==> config.mk <==
export PLATFORM = sky130hd
export DESIGN_NAME = sdt_framer
export DESIGN_NICKNAME = d
export VERILOG_FILES = /design/src/sdt_pkg.sv /design/src/sdt_framer.sv /design/src/sdt_ctl_port.sv /design/src/sdt_bmc_enc.sv
export SDC_FILE = /design/constraint.sdc
export NUM_CORES = 1
export LEC_CHECK = 0
export BUFFER_PORTS_ARGS = -buffer_cell sky130_fd_sc_hd__buf_2
export CAP_MARGIN = 40
export CORE_MARGIN = 2
export CORE_UTILIZATION = 30
export CTS_CLUSTER_DIAMETER = 50
export DETAILED_ROUTE_END_ITERATION = 12
export SLEW_MARGIN = 20
export SYNTH_ARGS = -nofsm -noshare
export SYNTH_HDL_FRONTEND = slang
export SYNTH_SLANG_ARGS = --single-unit
==> constraint.sdc <==
create_clock -name clock -period 3.38 [get_ports clock]
set_clock_uncertainty 0.2 [all_clocks]
set_input_delay 0.676 -clock clock [delete_from_list [all_inputs] [get_ports clock]]
set_output_delay 0.676 -clock clock [all_outputs]
set_load 0.05 [all_outputs]
==> src/sdt_pkg.sv <==
// constants for the serial digital audio transmitter framer
`default_nettype none
package sdt_pkg;
    // control port word: address then data, msb first
    localparam int ADDR_W = 7;
    localparam int DATA_W = 9;
    localparam logic [4:0] WORD_BITS = 5'h10;

    // register addresses
    localparam logic [6:0] REG_TX_SOURCE_CONTROL = 7'h1E;
    localparam logic [6:0] REG_CHAN_STATUS_1 = 7'h1F;
    localparam logic [6:0] REG_CHAN_STATUS_2 = 7'h20;
    localparam logic [6:0] REG_CHAN_STATUS_3 = 7'h21;
    localparam logic [6:0] REG_CHAN_STATUS_4 = 7'h22;
    localparam logic [6:0] REG_POWER_DOWN_TWO = 7'h33;

    // register bank indices
    localparam int NUM_REGS = 6;
    localparam logic [2:0] IDX_SRC = 3'h0;
    localparam logic [2:0] IDX_CS1 = 3'h1;
    localparam logic [2:0] IDX_CS2 = 3'h2;
    localparam logic [2:0] IDX_CS3 = 3'h3;
    localparam logic [2:0] IDX_CS4 = 3'h4;
    localparam logic [2:0] IDX_PWR = 3'h5;
    localparam logic [2:0] IDX_NONE = 3'h7;

    // reset values, by index
    localparam logic [8:0] RST_VALS [NUM_REGS] = '{9'h000, 9'h000, 9'h000, 9'h000, 9'h031, 9'h010};

    // tx_source_control fields
    localparam int SRC_LSB = 0;
    localparam int SRC_MSB = 1;
    localparam int OVW_BIT = 2;
    localparam int THRU_BIT = 3;
    // power_down_two field
    localparam int TXPD_BIT = 4;

    // source select codes
    localparam logic [1:0] SRC_RX = 2'h0;
    localparam logic [1:0] SRC_ADC = 2'h1;
    localparam logic [1:0] SRC_AIF2 = 2'h2;
    localparam logic [1:0] SRC_AIF1 = 2'h3;

    // channel number codes and status field positions
    localparam logic [1:0] CHNUM_LEFT = 2'h1;
    localparam logic [1:0] CHNUM_RIGHT = 2'h2;
    localparam logic [3:0] CHN_LEFT_BITS = 4'h1;
    localparam logic [3:0] CHN_RIGHT_BITS = 4'h2;
    localparam logic [3:0] CHN_NONE_BITS = 4'h0;
    localparam int CHNUM1_LSB = 4;
    localparam int CHNUM2_LSB = 6;
    localparam int CS_USED_BITS = 40;

    // block and sub-frame layout
    localparam logic [7:0] FRAME_LAST = 8'hBF;
    localparam logic [7:0] CS_USED_FRAMES = 8'h28;
    localparam logic [4:0] SLOT_LAST = 5'h1F;
    localparam logic [4:0] SLOT_PRE_LAST = 5'h03;
    localparam int SLOT_V = 28;
    localparam int SLOT_U = 29;
    localparam int SLOT_C = 30;
    localparam int SLOT_P = 31;
    localparam int SAMPLE_W = 24;

    // preamble half-cell patterns, for a preceding line level of zero
    localparam logic [7:0] PRE_BLOCK = 8'hE8;
    localparam logic [7:0] PRE_FIRST = 8'hE2;
    localparam logic [7:0] PRE_SECOND = 8'hE4;

    typedef enum logic {SDT_IDLE, SDT_RUN} sdt_state_t;
endpackage
`default_nettype wire

==> src/sdt_framer.sv <==
// serial digital audio transmitter: framing, flag bits and output pin
`default_nettype none
module sdt_framer (
    // clock and reset
    input wire logic clock,
    input wire logic rst,
    // serial control port
    input wire logic ctl_cs_n,
    input wire logic ctl_sclk,
    input wire logic ctl_sdin,
    // half-cell timing
    input wire logic half_cell_tick,
    // audio sources
    input wire logic [23:0] rx_sample_left,
    input wire logic [23:0] rx_sample_right,
    input wire logic [23:0] adc_sample_left,
    input wire logic [23:0] adc_sample_right,
    input wire logic [23:0] aif2_sample_left,
    input wire logic [23:0] aif2_sample_right,
    input wire logic [23:0] aif1_sample_left,
    input wire logic [23:0] aif1_sample_right,
    // recovered flag bits from the receiver
    input wire logic rx_validity_left,
    input wire logic rx_validity_right,
    input wire logic rx_user_left,
    input wire logic rx_user_right,
    input wire logic rx_chan_status_left,
    input wire logic rx_chan_status_right,
    // raw input multiplexer signal
    input wire logic spdif_in_mux,
    // outputs
    output logic sample_take,
    output logic tx_running,
    output logic serial_audio_out_pin
);
    logic [8:0] tx_source_control;
    logic [8:0] cs1, cs2, cs3, cs4;
    logic [8:0] power_down_two;
    logic [1:0] tx_audio_source_sel;
    logic chan_status_override, through_mode, tx_power_down;

    sdt_ctl_port u_ctl (
        .clock(clock),
        .rst(rst),
        .ctl_cs_n(ctl_cs_n),
        .ctl_sclk(ctl_sclk),
        .ctl_sdin(ctl_sdin),
        .tx_source_control(tx_source_control),
        .chan_status_1(cs1),
        .chan_status_2(cs2),
        .chan_status_3(cs3),
        .chan_status_4(cs4),
        .power_down_two(power_down_two)
    );

    assign tx_audio_source_sel = tx_source_control[sdt_pkg::SRC_MSB:sdt_pkg::SRC_LSB];
    assign chan_status_override = tx_source_control[sdt_pkg::OVW_BIT];
    assign through_mode = tx_source_control[sdt_pkg::THRU_BIT];
    assign tx_power_down = power_down_two[sdt_pkg::TXPD_BIT];

    // sequencing state
    sdt_pkg::sdt_state_t state_reg, state_next;
    logic half_reg, half_next;
    logic [4:0] slot_reg, slot_next;
    logic sub_reg, sub_next;
    logic [7:0] frame_reg, frame_next;
    logic take_reg, take_next;
    logic run;
    logic tick;

    assign run = (state_reg == sdt_pkg::SDT_RUN);
    assign tick = run && half_cell_tick;

    always_comb
    begin
        state_next = state_reg;
        half_next = half_reg;
        slot_next = slot_reg;
        sub_next = sub_reg;
        frame_next = frame_reg;
        take_next = 1'b0;
        case (state_reg)
            sdt_pkg::SDT_IDLE:
            begin
                half_next = 1'b0;
                slot_next = 5'h00;
                sub_next = 1'b0;
                frame_next = 8'h00;
                if (!tx_power_down)
                    state_next = sdt_pkg::SDT_RUN;
            end
            sdt_pkg::SDT_RUN:
            begin
                if (tx_power_down)
                    state_next = sdt_pkg::SDT_IDLE;
                else if (half_cell_tick)
                begin
                    take_next = !half_reg && (slot_reg == 5'h00) && !sub_reg;
                    half_next = ~half_reg;
                    if (half_reg)
                    begin
                        slot_next = slot_reg + 5'h01;
                        if (slot_reg == sdt_pkg::SLOT_LAST)
                        begin
                            sub_next = ~sub_reg;
                            if (sub_reg)
                                frame_next = (frame_reg == sdt_pkg::FRAME_LAST) ?
                                    8'h00 : frame_reg + 8'h01;
                        end
                    end
                end
            end
            default:
                state_next = sdt_pkg::SDT_IDLE;
        endcase
    end

    always_ff @(posedge clock)
    begin
        if (rst)
        begin
            state_reg <= sdt_pkg::SDT_IDLE;
            half_reg <= 1'b0;
            slot_reg <= 5'h00;
            sub_reg <= 1'b0;
            frame_reg <= 8'h00;
            take_reg <= 1'b0;
        end
        else
        begin
            state_reg <= state_next;
            half_reg <= half_next;
            slot_reg <= slot_next;
            sub_reg <= sub_next;
            frame_reg <= frame_next;
            take_reg <= take_next;
        end
    end

    // per-frame sample and received flags, caught at the first half-cell
    logic [23:0] smp_reg [2];
    logic [23:0] smp_next [2];
    logic [1:0] rx_v_reg, rx_v_next;
    logic [1:0] rx_u_reg, rx_u_next;
    logic [1:0] rx_c_reg, rx_c_next;
    logic latch_now;

    assign latch_now = tick && !half_reg && (slot_reg == 5'h00) && !sub_reg;

    always_comb
    begin
        smp_next = smp_reg;
        rx_v_next = rx_v_reg;
        rx_u_next = rx_u_reg;
        rx_c_next = rx_c_reg;
        if (latch_now)
        begin
            case (tx_audio_source_sel)
                sdt_pkg::SRC_RX: smp_next = '{rx_sample_left, rx_sample_right};
                sdt_pkg::SRC_ADC: smp_next = '{adc_sample_left, adc_sample_right};
                sdt_pkg::SRC_AIF2: smp_next = '{aif2_sample_left, aif2_sample_right};
                default: smp_next = '{aif1_sample_left, aif1_sample_right};
            endcase
            rx_v_next = {rx_validity_right, rx_validity_left};
            rx_u_next = {rx_user_right, rx_user_left};
            rx_c_next = {rx_chan_status_right, rx_chan_status_left};
        end
    end

    always_ff @(posedge clock)
    begin
        if (rst)
        begin
            smp_reg <= '{24'h000000, 24'h000000};
            rx_v_reg <= 2'h0;
            rx_u_reg <= 2'h0;
            rx_c_reg <= 2'h0;
        end
        else
        begin
            smp_reg <= smp_next;
            rx_v_reg <= rx_v_next;
            rx_u_reg <= rx_u_next;
            rx_c_reg <= rx_c_next;
        end
    end

    // channel status words, one per sub-frame
    logic [3:0] chn_bits [2];
    logic [sdt_pkg::CS_USED_BITS-1:0] cs_word [2];

    genvar g;
    generate
        for (g = 0; g < 2; g++)
        begin : g_cs
            logic [1:0] code;
            assign code = (g == 0) ? cs3[sdt_pkg::CHNUM1_LSB +: 2] : cs3[sdt_pkg::CHNUM2_LSB +: 2];
            assign chn_bits[g] = (code == sdt_pkg::CHNUM_LEFT) ? sdt_pkg::CHN_LEFT_BITS :
                (code == sdt_pkg::CHNUM_RIGHT) ? sdt_pkg::CHN_RIGHT_BITS : sdt_pkg::CHN_NONE_BITS;
            // only the channel number differs between the two words
            assign cs_word[g] = {10'h000, cs4[5:0], chn_bits[g], cs3[3:0], cs2[7:0],
                cs1[7:0]};
        end
    endgenerate

    // sub-frame bits
    logic from_rx;
    logic v_bit, u_bit, c_bit, p_bit;
    logic [23:0] cur_smp;
    logic [31:0] sub_word;
    logic data_bit;
    logic [7:0] pre_pattern;

    assign from_rx = (tx_audio_source_sel == sdt_pkg::SRC_RX);
    assign cur_smp = smp_reg[sub_reg];
    assign v_bit = from_rx ? rx_v_reg[sub_reg] : 1'b0;
    assign u_bit = from_rx ? rx_u_reg[sub_reg] : 1'b0;

    always_comb
    begin
        if (from_rx && !chan_status_override)
            c_bit = rx_c_reg[sub_reg];
        else if (frame_reg < sdt_pkg::CS_USED_FRAMES)
            c_bit = cs_word[sub_reg][frame_reg[5:0]];
        else
            c_bit = 1'b0;
    end

    assign p_bit = ^{cur_smp, v_bit, u_bit, c_bit};
    // 24-bit sample in slots 4-27, lsb first
    assign sub_word = {p_bit, c_bit, u_bit, v_bit, cur_smp, 4'h0};
    assign data_bit = sub_word[slot_reg];

    always_comb
    begin
        if (sub_reg)
            pre_pattern = sdt_pkg::PRE_SECOND;
        else if (frame_reg == 8'h00)
            pre_pattern = sdt_pkg::PRE_BLOCK;
        else
            pre_pattern = sdt_pkg::PRE_FIRST;
    end

    logic enc_line;

    sdt_bmc_enc u_enc (
        .clock(clock),
        .rst(rst),
        .run(run),
        .tick(tick),
        .pre_active(slot_reg <= sdt_pkg::SLOT_PRE_LAST),
        .pre_pattern(pre_pattern),
        .pre_half_idx({slot_reg[1:0], half_reg}),
        .data_bit(data_bit),
        .second_half(half_reg),
        .line(enc_line)
    );

    // output pin register
    logic pin_reg, pin_next;

    always_comb
    begin
        if (through_mode)
            pin_next = spdif_in_mux;
        else if (run)
            pin_next = enc_line;
        else
            pin_next = 1'b0;
    end

    always_ff @(posedge clock)
    begin
        if (rst)
            pin_reg <= 1'b0;
        else
            pin_reg <= pin_next;
    end

    assign serial_audio_out_pin = pin_reg;
    assign sample_take = take_reg;
    assign tx_running = run;
endmodule
`default_nettype wire

==> src/sdt_ctl_port.sv <==
// three-wire serial control port and register bank
`default_nettype none
module sdt_ctl_port (
    // clock and reset
    input wire logic clock,
    input wire logic rst,
    // serial control pins
    input wire logic ctl_cs_n,
    input wire logic ctl_sclk,
    input wire logic ctl_sdin,
    // register contents
    output logic [8:0] tx_source_control,
    output logic [8:0] chan_status_1,
    output logic [8:0] chan_status_2,
    output logic [8:0] chan_status_3,
    output logic [8:0] chan_status_4,
    output logic [8:0] power_down_two
);
    logic [15:0] shift_reg, shift_next;
    logic [4:0] count_reg, count_next;
    logic sclk_prev_reg, sclk_prev_next;
    logic cs_prev_reg, cs_prev_next;
    logic [8:0] regs_reg [sdt_pkg::NUM_REGS];
    logic [8:0] regs_next [sdt_pkg::NUM_REGS];
    logic [2:0] wr_idx;
    logic [6:0] wr_addr;
    logic wr_en;

    assign wr_addr = shift_reg[15:9];
    assign wr_en = ctl_cs_n && !cs_prev_reg && (count_reg == sdt_pkg::WORD_BITS);

    always_comb
    begin
        if (wr_addr == sdt_pkg::REG_TX_SOURCE_CONTROL)
            wr_idx = sdt_pkg::IDX_SRC;
        else if (wr_addr == sdt_pkg::REG_CHAN_STATUS_1)
            wr_idx = sdt_pkg::IDX_CS1;
        else if (wr_addr == sdt_pkg::REG_CHAN_STATUS_2)
            wr_idx = sdt_pkg::IDX_CS2;
        else if (wr_addr == sdt_pkg::REG_CHAN_STATUS_3)
            wr_idx = sdt_pkg::IDX_CS3;
        else if (wr_addr == sdt_pkg::REG_CHAN_STATUS_4)
            wr_idx = sdt_pkg::IDX_CS4;
        else if (wr_addr == sdt_pkg::REG_POWER_DOWN_TWO)
            wr_idx = sdt_pkg::IDX_PWR;
        else
            wr_idx = sdt_pkg::IDX_NONE;
    end

    always_comb
    begin
        sclk_prev_next = ctl_sclk;
        cs_prev_next = ctl_cs_n;
        shift_next = shift_reg;
        count_next = count_reg;
        if (ctl_cs_n)
            count_next = 5'h00;
        else if (ctl_sclk && !sclk_prev_reg)
        begin
            shift_next = {shift_reg[14:0], ctl_sdin};
            if (count_reg != sdt_pkg::WORD_BITS)
                count_next = count_reg + 5'h01;
        end
        for (int i = 0; i < sdt_pkg::NUM_REGS; i++)
        begin
            regs_next[i] = regs_reg[i];
            if (wr_en && (wr_idx == 3'(i)))
                regs_next[i] = shift_reg[8:0];
        end
    end

    always_ff @(posedge clock)
    begin
        if (rst)
        begin
            shift_reg <= 16'h0000;
            count_reg <= 5'h00;
            sclk_prev_reg <= 1'b0;
            cs_prev_reg <= 1'b1;
            for (int i = 0; i < sdt_pkg::NUM_REGS; i++)
                regs_reg[i] <= sdt_pkg::RST_VALS[i];
        end
        else
        begin
            shift_reg <= shift_next;
            count_reg <= count_next;
            sclk_prev_reg <= sclk_prev_next;
            cs_prev_reg <= cs_prev_next;
            for (int i = 0; i < sdt_pkg::NUM_REGS; i++)
                regs_reg[i] <= regs_next[i];
        end
    end

    assign tx_source_control = regs_reg[sdt_pkg::IDX_SRC];
    assign chan_status_1 = regs_reg[sdt_pkg::IDX_CS1];
    assign chan_status_2 = regs_reg[sdt_pkg::IDX_CS2];
    assign chan_status_3 = regs_reg[sdt_pkg::IDX_CS3];
    assign chan_status_4 = regs_reg[sdt_pkg::IDX_CS4];
    assign power_down_two = regs_reg[sdt_pkg::IDX_PWR];
endmodule
`default_nettype wire

==> src/sdt_bmc_enc.sv <==
// bi-phase-mark line encoder, one half-cell per tick
`default_nettype none
module sdt_bmc_enc (
    // clock and reset
    input wire logic clock,
    input wire logic rst,
    // half-cell stream
    input wire logic run,
    input wire logic tick,
    input wire logic pre_active,
    input wire logic [7:0] pre_pattern,
    input wire logic [2:0] pre_half_idx,
    input wire logic data_bit,
    input wire logic second_half,
    // encoded line level
    output logic line
);
    logic line_reg, line_next;
    logic pol_reg, pol_next;
    logic pol_eff;

    always_comb
    begin
        line_next = line_reg;
        pol_next = pol_reg;
        pol_eff = pol_reg;
        if (!run)
        begin
            line_next = 1'b0;
            pol_next = 1'b0;
        end
        else if (tick)
        begin
            if (pre_active)
            begin
                // preamble is a fixed pattern, flipped to follow the line level
                if (pre_half_idx == 3'h0)
                begin
                    pol_eff = line_reg;
                    pol_next = line_reg;
                end
                line_next = pre_pattern[3'h7 - pre_half_idx] ^ pol_eff;
            end
            else if (!second_half || data_bit)
                line_next = ~line_reg;
        end
    end

    always_ff @(posedge clock)
    begin
        if (rst)
        begin
            line_reg <= 1'b0;
            pol_reg <= 1'b0;
        end
        else
        begin
            line_reg <= line_next;
            pol_reg <= pol_next;
        end
    end

    assign line = line_reg;
endmodule
`default_nettype wire

==> run_summary.xml <==
<?xml version="1.0" encoding="UTF-8"?>
<metrics>
  <group name="sta">
    <metric name="maxSlewViolCount" unit="">0</metric>
    <metric name="hold-worst-slack" unit="ns">0.253</metric>
    <metric name="maxClockFrequency" unit="MHz">344</metric>
    <metric name="report.final.setup_viol" unit="">0</metric>
    <metric name="timing.max_slew.rel_slack" unit="%">53.1</metric>
    <metric name="post-route-worst-setup-slack" unit="ns">0.476</metric>
    <metric name="rsz0062_at_grt" unit="">no</metric>
    <metric name="timing.final.hold_violations" unit="">0</metric>
    <metric name="min_period" unit="ns">2.90</metric>
    <metric name="tightestPinTransition" unit="ns">0.704</metric>
    <metric name="final.setup.tns" unit="ns">0</metric>
    <metric name="post-route-period-util" unit="%">85.9</metric>
  </group>
  <group name="yosys">
    <metric name="syn-num-nets" unit="">995</metric>
    <metric name="syn_area" unit="um2">7540</metric>
    <metric name="cell_type_with_the_largest_total_area_after_synthesis" unit="">dfxtp_1</metric>
    <metric name="ys_top_cells_by_area" unit="">dfxtp_1 35%, mux4_2 19%, nand2_1 7.9%</metric>
    <metric name="syn_area_per_cell" unit="um2">9.62</metric>
    <metric name="synth_edf_count" unit="">0</metric>
    <metric name="area_share_of_the_leading_cell_type_in_the_synthesized_netlist" unit="%">35.1</metric>
    <metric name="main_flop_type_after_synthesis" unit="">dfxtp_1</metric>
    <metric name="synthDistinctLibCells" unit="">60</metric>
    <metric name="synth_cells" unit="">783</metric>
    <metric name="ys_top_cells_by_count" unit="">159 x nand2_1, 132 x dfxtp_1, 80 x a21oi_1</metric>
    <metric name="synth-seq-area-share" unit="%">35.1</metric>
    <metric name="synth-seq-cells" unit="">132</metric>
    <metric name="synth.most_common_cell" unit="">nand2_1</metric>
    <metric name="ys.warnings.count" unit="">0</metric>
    <metric name="asr_flop_ratio_synth" unit="%">0</metric>
  </group>
  <group name="route">
    <metric name="finalWirelength" unit="um">20000</metric>
    <metric name="via_count" unit="">6390</metric>
    <metric name="drt_iter0_markers" unit="">435</metric>
    <metric name="drc" unit="">0</metric>
    <metric name="route.antenna.remaining_nets" unit="">0</metric>
    <metric name="vias_per_cell" unit="">4.88</metric>
    <metric name="drt-pass1-iter-count" unit="">5</metric>
    <metric name="wl_per_cell" unit="um">15.3</metric>
  </group>
  <group name="die">
    <metric name="initial_core_util" unit="%">30.3</metric>
    <metric name="die_height" unit="um">162</metric>
    <metric name="cell_row_count" unit="">58</metric>
    <metric name="die_w" unit="um">162</metric>
    <metric name="ios" unit="">208</metric>
    <metric name="placeable_area" unit="um2">24900</metric>
    <metric name="floorplan.die_area" unit="um2">26400</metric>
  </group>
  <group name="worst_hold_path">
    <metric name="hold_path_class" unit="">reg -&gt; reg</metric>
  </group>
  <group name="placement">
    <metric name="hpwl" unit="um">15100</metric>
    <metric name="dp_worst_setup_slack" unit="ns">0.488</metric>
    <metric name="placed_cells_incl_taps" unit="">1278</metric>
    <metric name="numPortBuffers" unit="">207</metric>
    <metric name="routabilityCongestion" unit="">0.801</metric>
  </group>
  <group name="global_routing">
    <metric name="grt_first_pass_wirelength" unit="um">32400</metric>
    <metric name="number_of_antenna_violations_at_the_first_check_in_global_routing" unit="">0</metric>
    <metric name="globalRoute.totalOverflow" unit="">0</metric>
    <metric name="grt_usage" unit="%">15.5</metric>
    <metric name="maximum_number_of_pins_on_one_net_before_global_route_repair" unit="">117</metric>
    <metric name="number_of_global_route_vias_before_repair" unit="">6186</metric>
  </group>
  <group name="cells_and_area">
    <metric name="stdcell_count" unit="">1310</metric>
    <metric name="areaGrowthSynthToFinish" unit="%">24.8</metric>
    <metric name="net_count_final" unit="">1179</metric>
    <metric name="drive_gt1_share" unit="%">34.1</metric>
    <metric name="largest_reg_flops" unit="">48</metric>
    <metric name="antenna_diode_count" unit="">0</metric>
    <metric name="fin_util" unit="%">37.8</metric>
    <metric name="final.fill_count" unit="">2550</metric>
  </group>
  <group name="pwr">
    <metric name="peakVddDrop" unit="mV">0.323</metric>
    <metric name="powerDensity" unit="nW/um2">385</metric>
    <metric name="p_leak" unit="nW">3.75</metric>
  </group>
  <group name="flow_run">
    <metric name="max-cap-violations" unit="">0</metric>
  </group>
  <group name="setup_path">
    <metric name="cp_data_arrival_time" unit="ns">3.01</metric>
    <metric name="critical_path.cell_chain" unit="">mux2i_1 &gt; nor3_1 &gt; xor2_1 &gt; xnor2_1 &gt; xnor3_4 &gt; a21o_2 &gt; a21oi_2 &gt; nand2b_4 &gt; a211oi_2</metric>
    <metric name="critical_path_fanout_max" unit="">27</metric>
    <metric name="critical_path_class" unit="">reg -&gt; reg</metric>
    <metric name="critical_path.startpoint_type" unit="">register</metric>
    <metric name="slowest_stage_cell_crit_path" unit="">dfxtp_2</metric>
    <metric name="worst_ep_required_time" unit="ns">3.48</metric>
    <metric name="endpoint_kind" unit="">register</metric>
    <metric name="cp_slowest_stage_delay" unit="ns">0.78</metric>
  </group>
  <group name="cts">
    <metric name="cts.repair_timing.setup_buffer_count" unit="">0</metric>
    <metric name="cts_tree" unit="">yes</metric>
    <metric name="post_cts_gate_resize_count" unit="">0</metric>
    <metric name="max_root_sink_buffers" unit="">2</metric>
    <metric name="tritoncts_num_sinks" unit="">132</metric>
    <metric name="clk_transition_reported_paths" unit="ns">0.06</metric>
    <metric name="root_buffer" unit="">clkbuf_16</metric>
    <metric name="clk-insertion-delay-late" unit="ns">0.43</metric>
    <metric name="hold_buffers" unit="">0</metric>
    <metric name="h-tree-depth" unit="">4</metric>
    <metric name="cts_buffers" unit="">17</metric>
  </group>
  <group name="status">
    <metric name="status" unit="">complete, no violations</metric>
  </group>
</metrics>
-- kinds of logic (layout without fill, tap and decap cells) --
logic type,Yosys count,count (layout),synth area share (%)
flip-flops,132,132,35.1
multiplexers,120,120,27.5
buffers and inverters,70,267,4.75
XOR/XNOR,46,46,5.76
adder cells (fa/ha/maj),7,7,1.16
AND/OR/NAND/NOR,293,293,16.9
AO/OA/AOI/OAI,115,115,8.90
-- final timing paths --
path | cells after the start | endpoint | slack [ns] | start
hold reg to reg | 2 | u_ctl.shift_reg[9] | 0.25 | u_ctl.shift_reg[8]
setup / recovery | 9 | u_enc.line | 0.48 | sub_reg
setup reg to reg | 9 | u_enc.line | 0.48 | sub_reg
hold / removal | 2 | u_ctl.shift_reg[9] | 0.25 | u_ctl.shift_reg[8]
-- power breakdown --
group / switching, W / leakage [nW] / internal [W] / total [W]
registers: 0.00000269 / 1.07 / 0.00156 / 0.00156
logic: 0.0000778 / 2.41 / 0.000128 / 0.000205
clock network: 0.000756 / 0.275 / 0.00110 / 0.00186
-- critical path, delay by kind of cell, from the launching register on --
kind,cells,cell delay [ns]
simple gates,2,0.40
mux,1,0.16
flops,1,0.78
xor+xnor,3,0.81
compound gates,3,0.44
-- metal layers --
metal	global-route usage, %	wire length, um
met1	20.7	9220
met3	2.60	846
met5	0	0
met4	5.35	297
met2	25.4	9650
-- layout make-up --
cell class                      count  area (um2)  share of cell area, %
Sequential cell                   132        2650                   28.2
Tap cell                          330         413                   4.39
Clock buffer                       17         425                   4.52
Clock inverter                     15         170                   1.81
Multi-Input combinational cell    581        4540                   48.3
Timing Repair Buffer              221        1160                   12.3
Inverter                           14        52.6                  0.559
-- stage by stage --
| stage | instance area, um2 | power [W] |
|---|---|---|
| 2_1_floorplan | 7540 | 0.00167 |
| 3_5_place_dp | 8810 | 0.00180 |
| 4_1_cts | 9400 | 0.00367 |
| 6_report | 9400 | 0.00362 |
| 5_1_grt | 9400 | 0.00375 |
| 3_3_place_gp | 8810 | 0.00180 |
-- cells in the final DEF, fill, tap and decap left out, drive strengths merged, types with 3 or more instances in the layout --
cell type and instances:
mux2i 51, a211o 4, nand4 3, inv 20
o21ai 10, ha 7, or2 3, a21oi 81
xnor2 13, buf 221, clkinvlp 5, and2 3
nand2 159, a211oi 3, dfxtp 132, clkbuf 17
nand2b 6, a31oi 3, xor2 31, nor3 8
nor2 75, nand3 9, o31ai 4, nor3b 6
and3 6, nor2b 4, mux4 68
No activity file was read; power rests on OpenSTA's default activity.
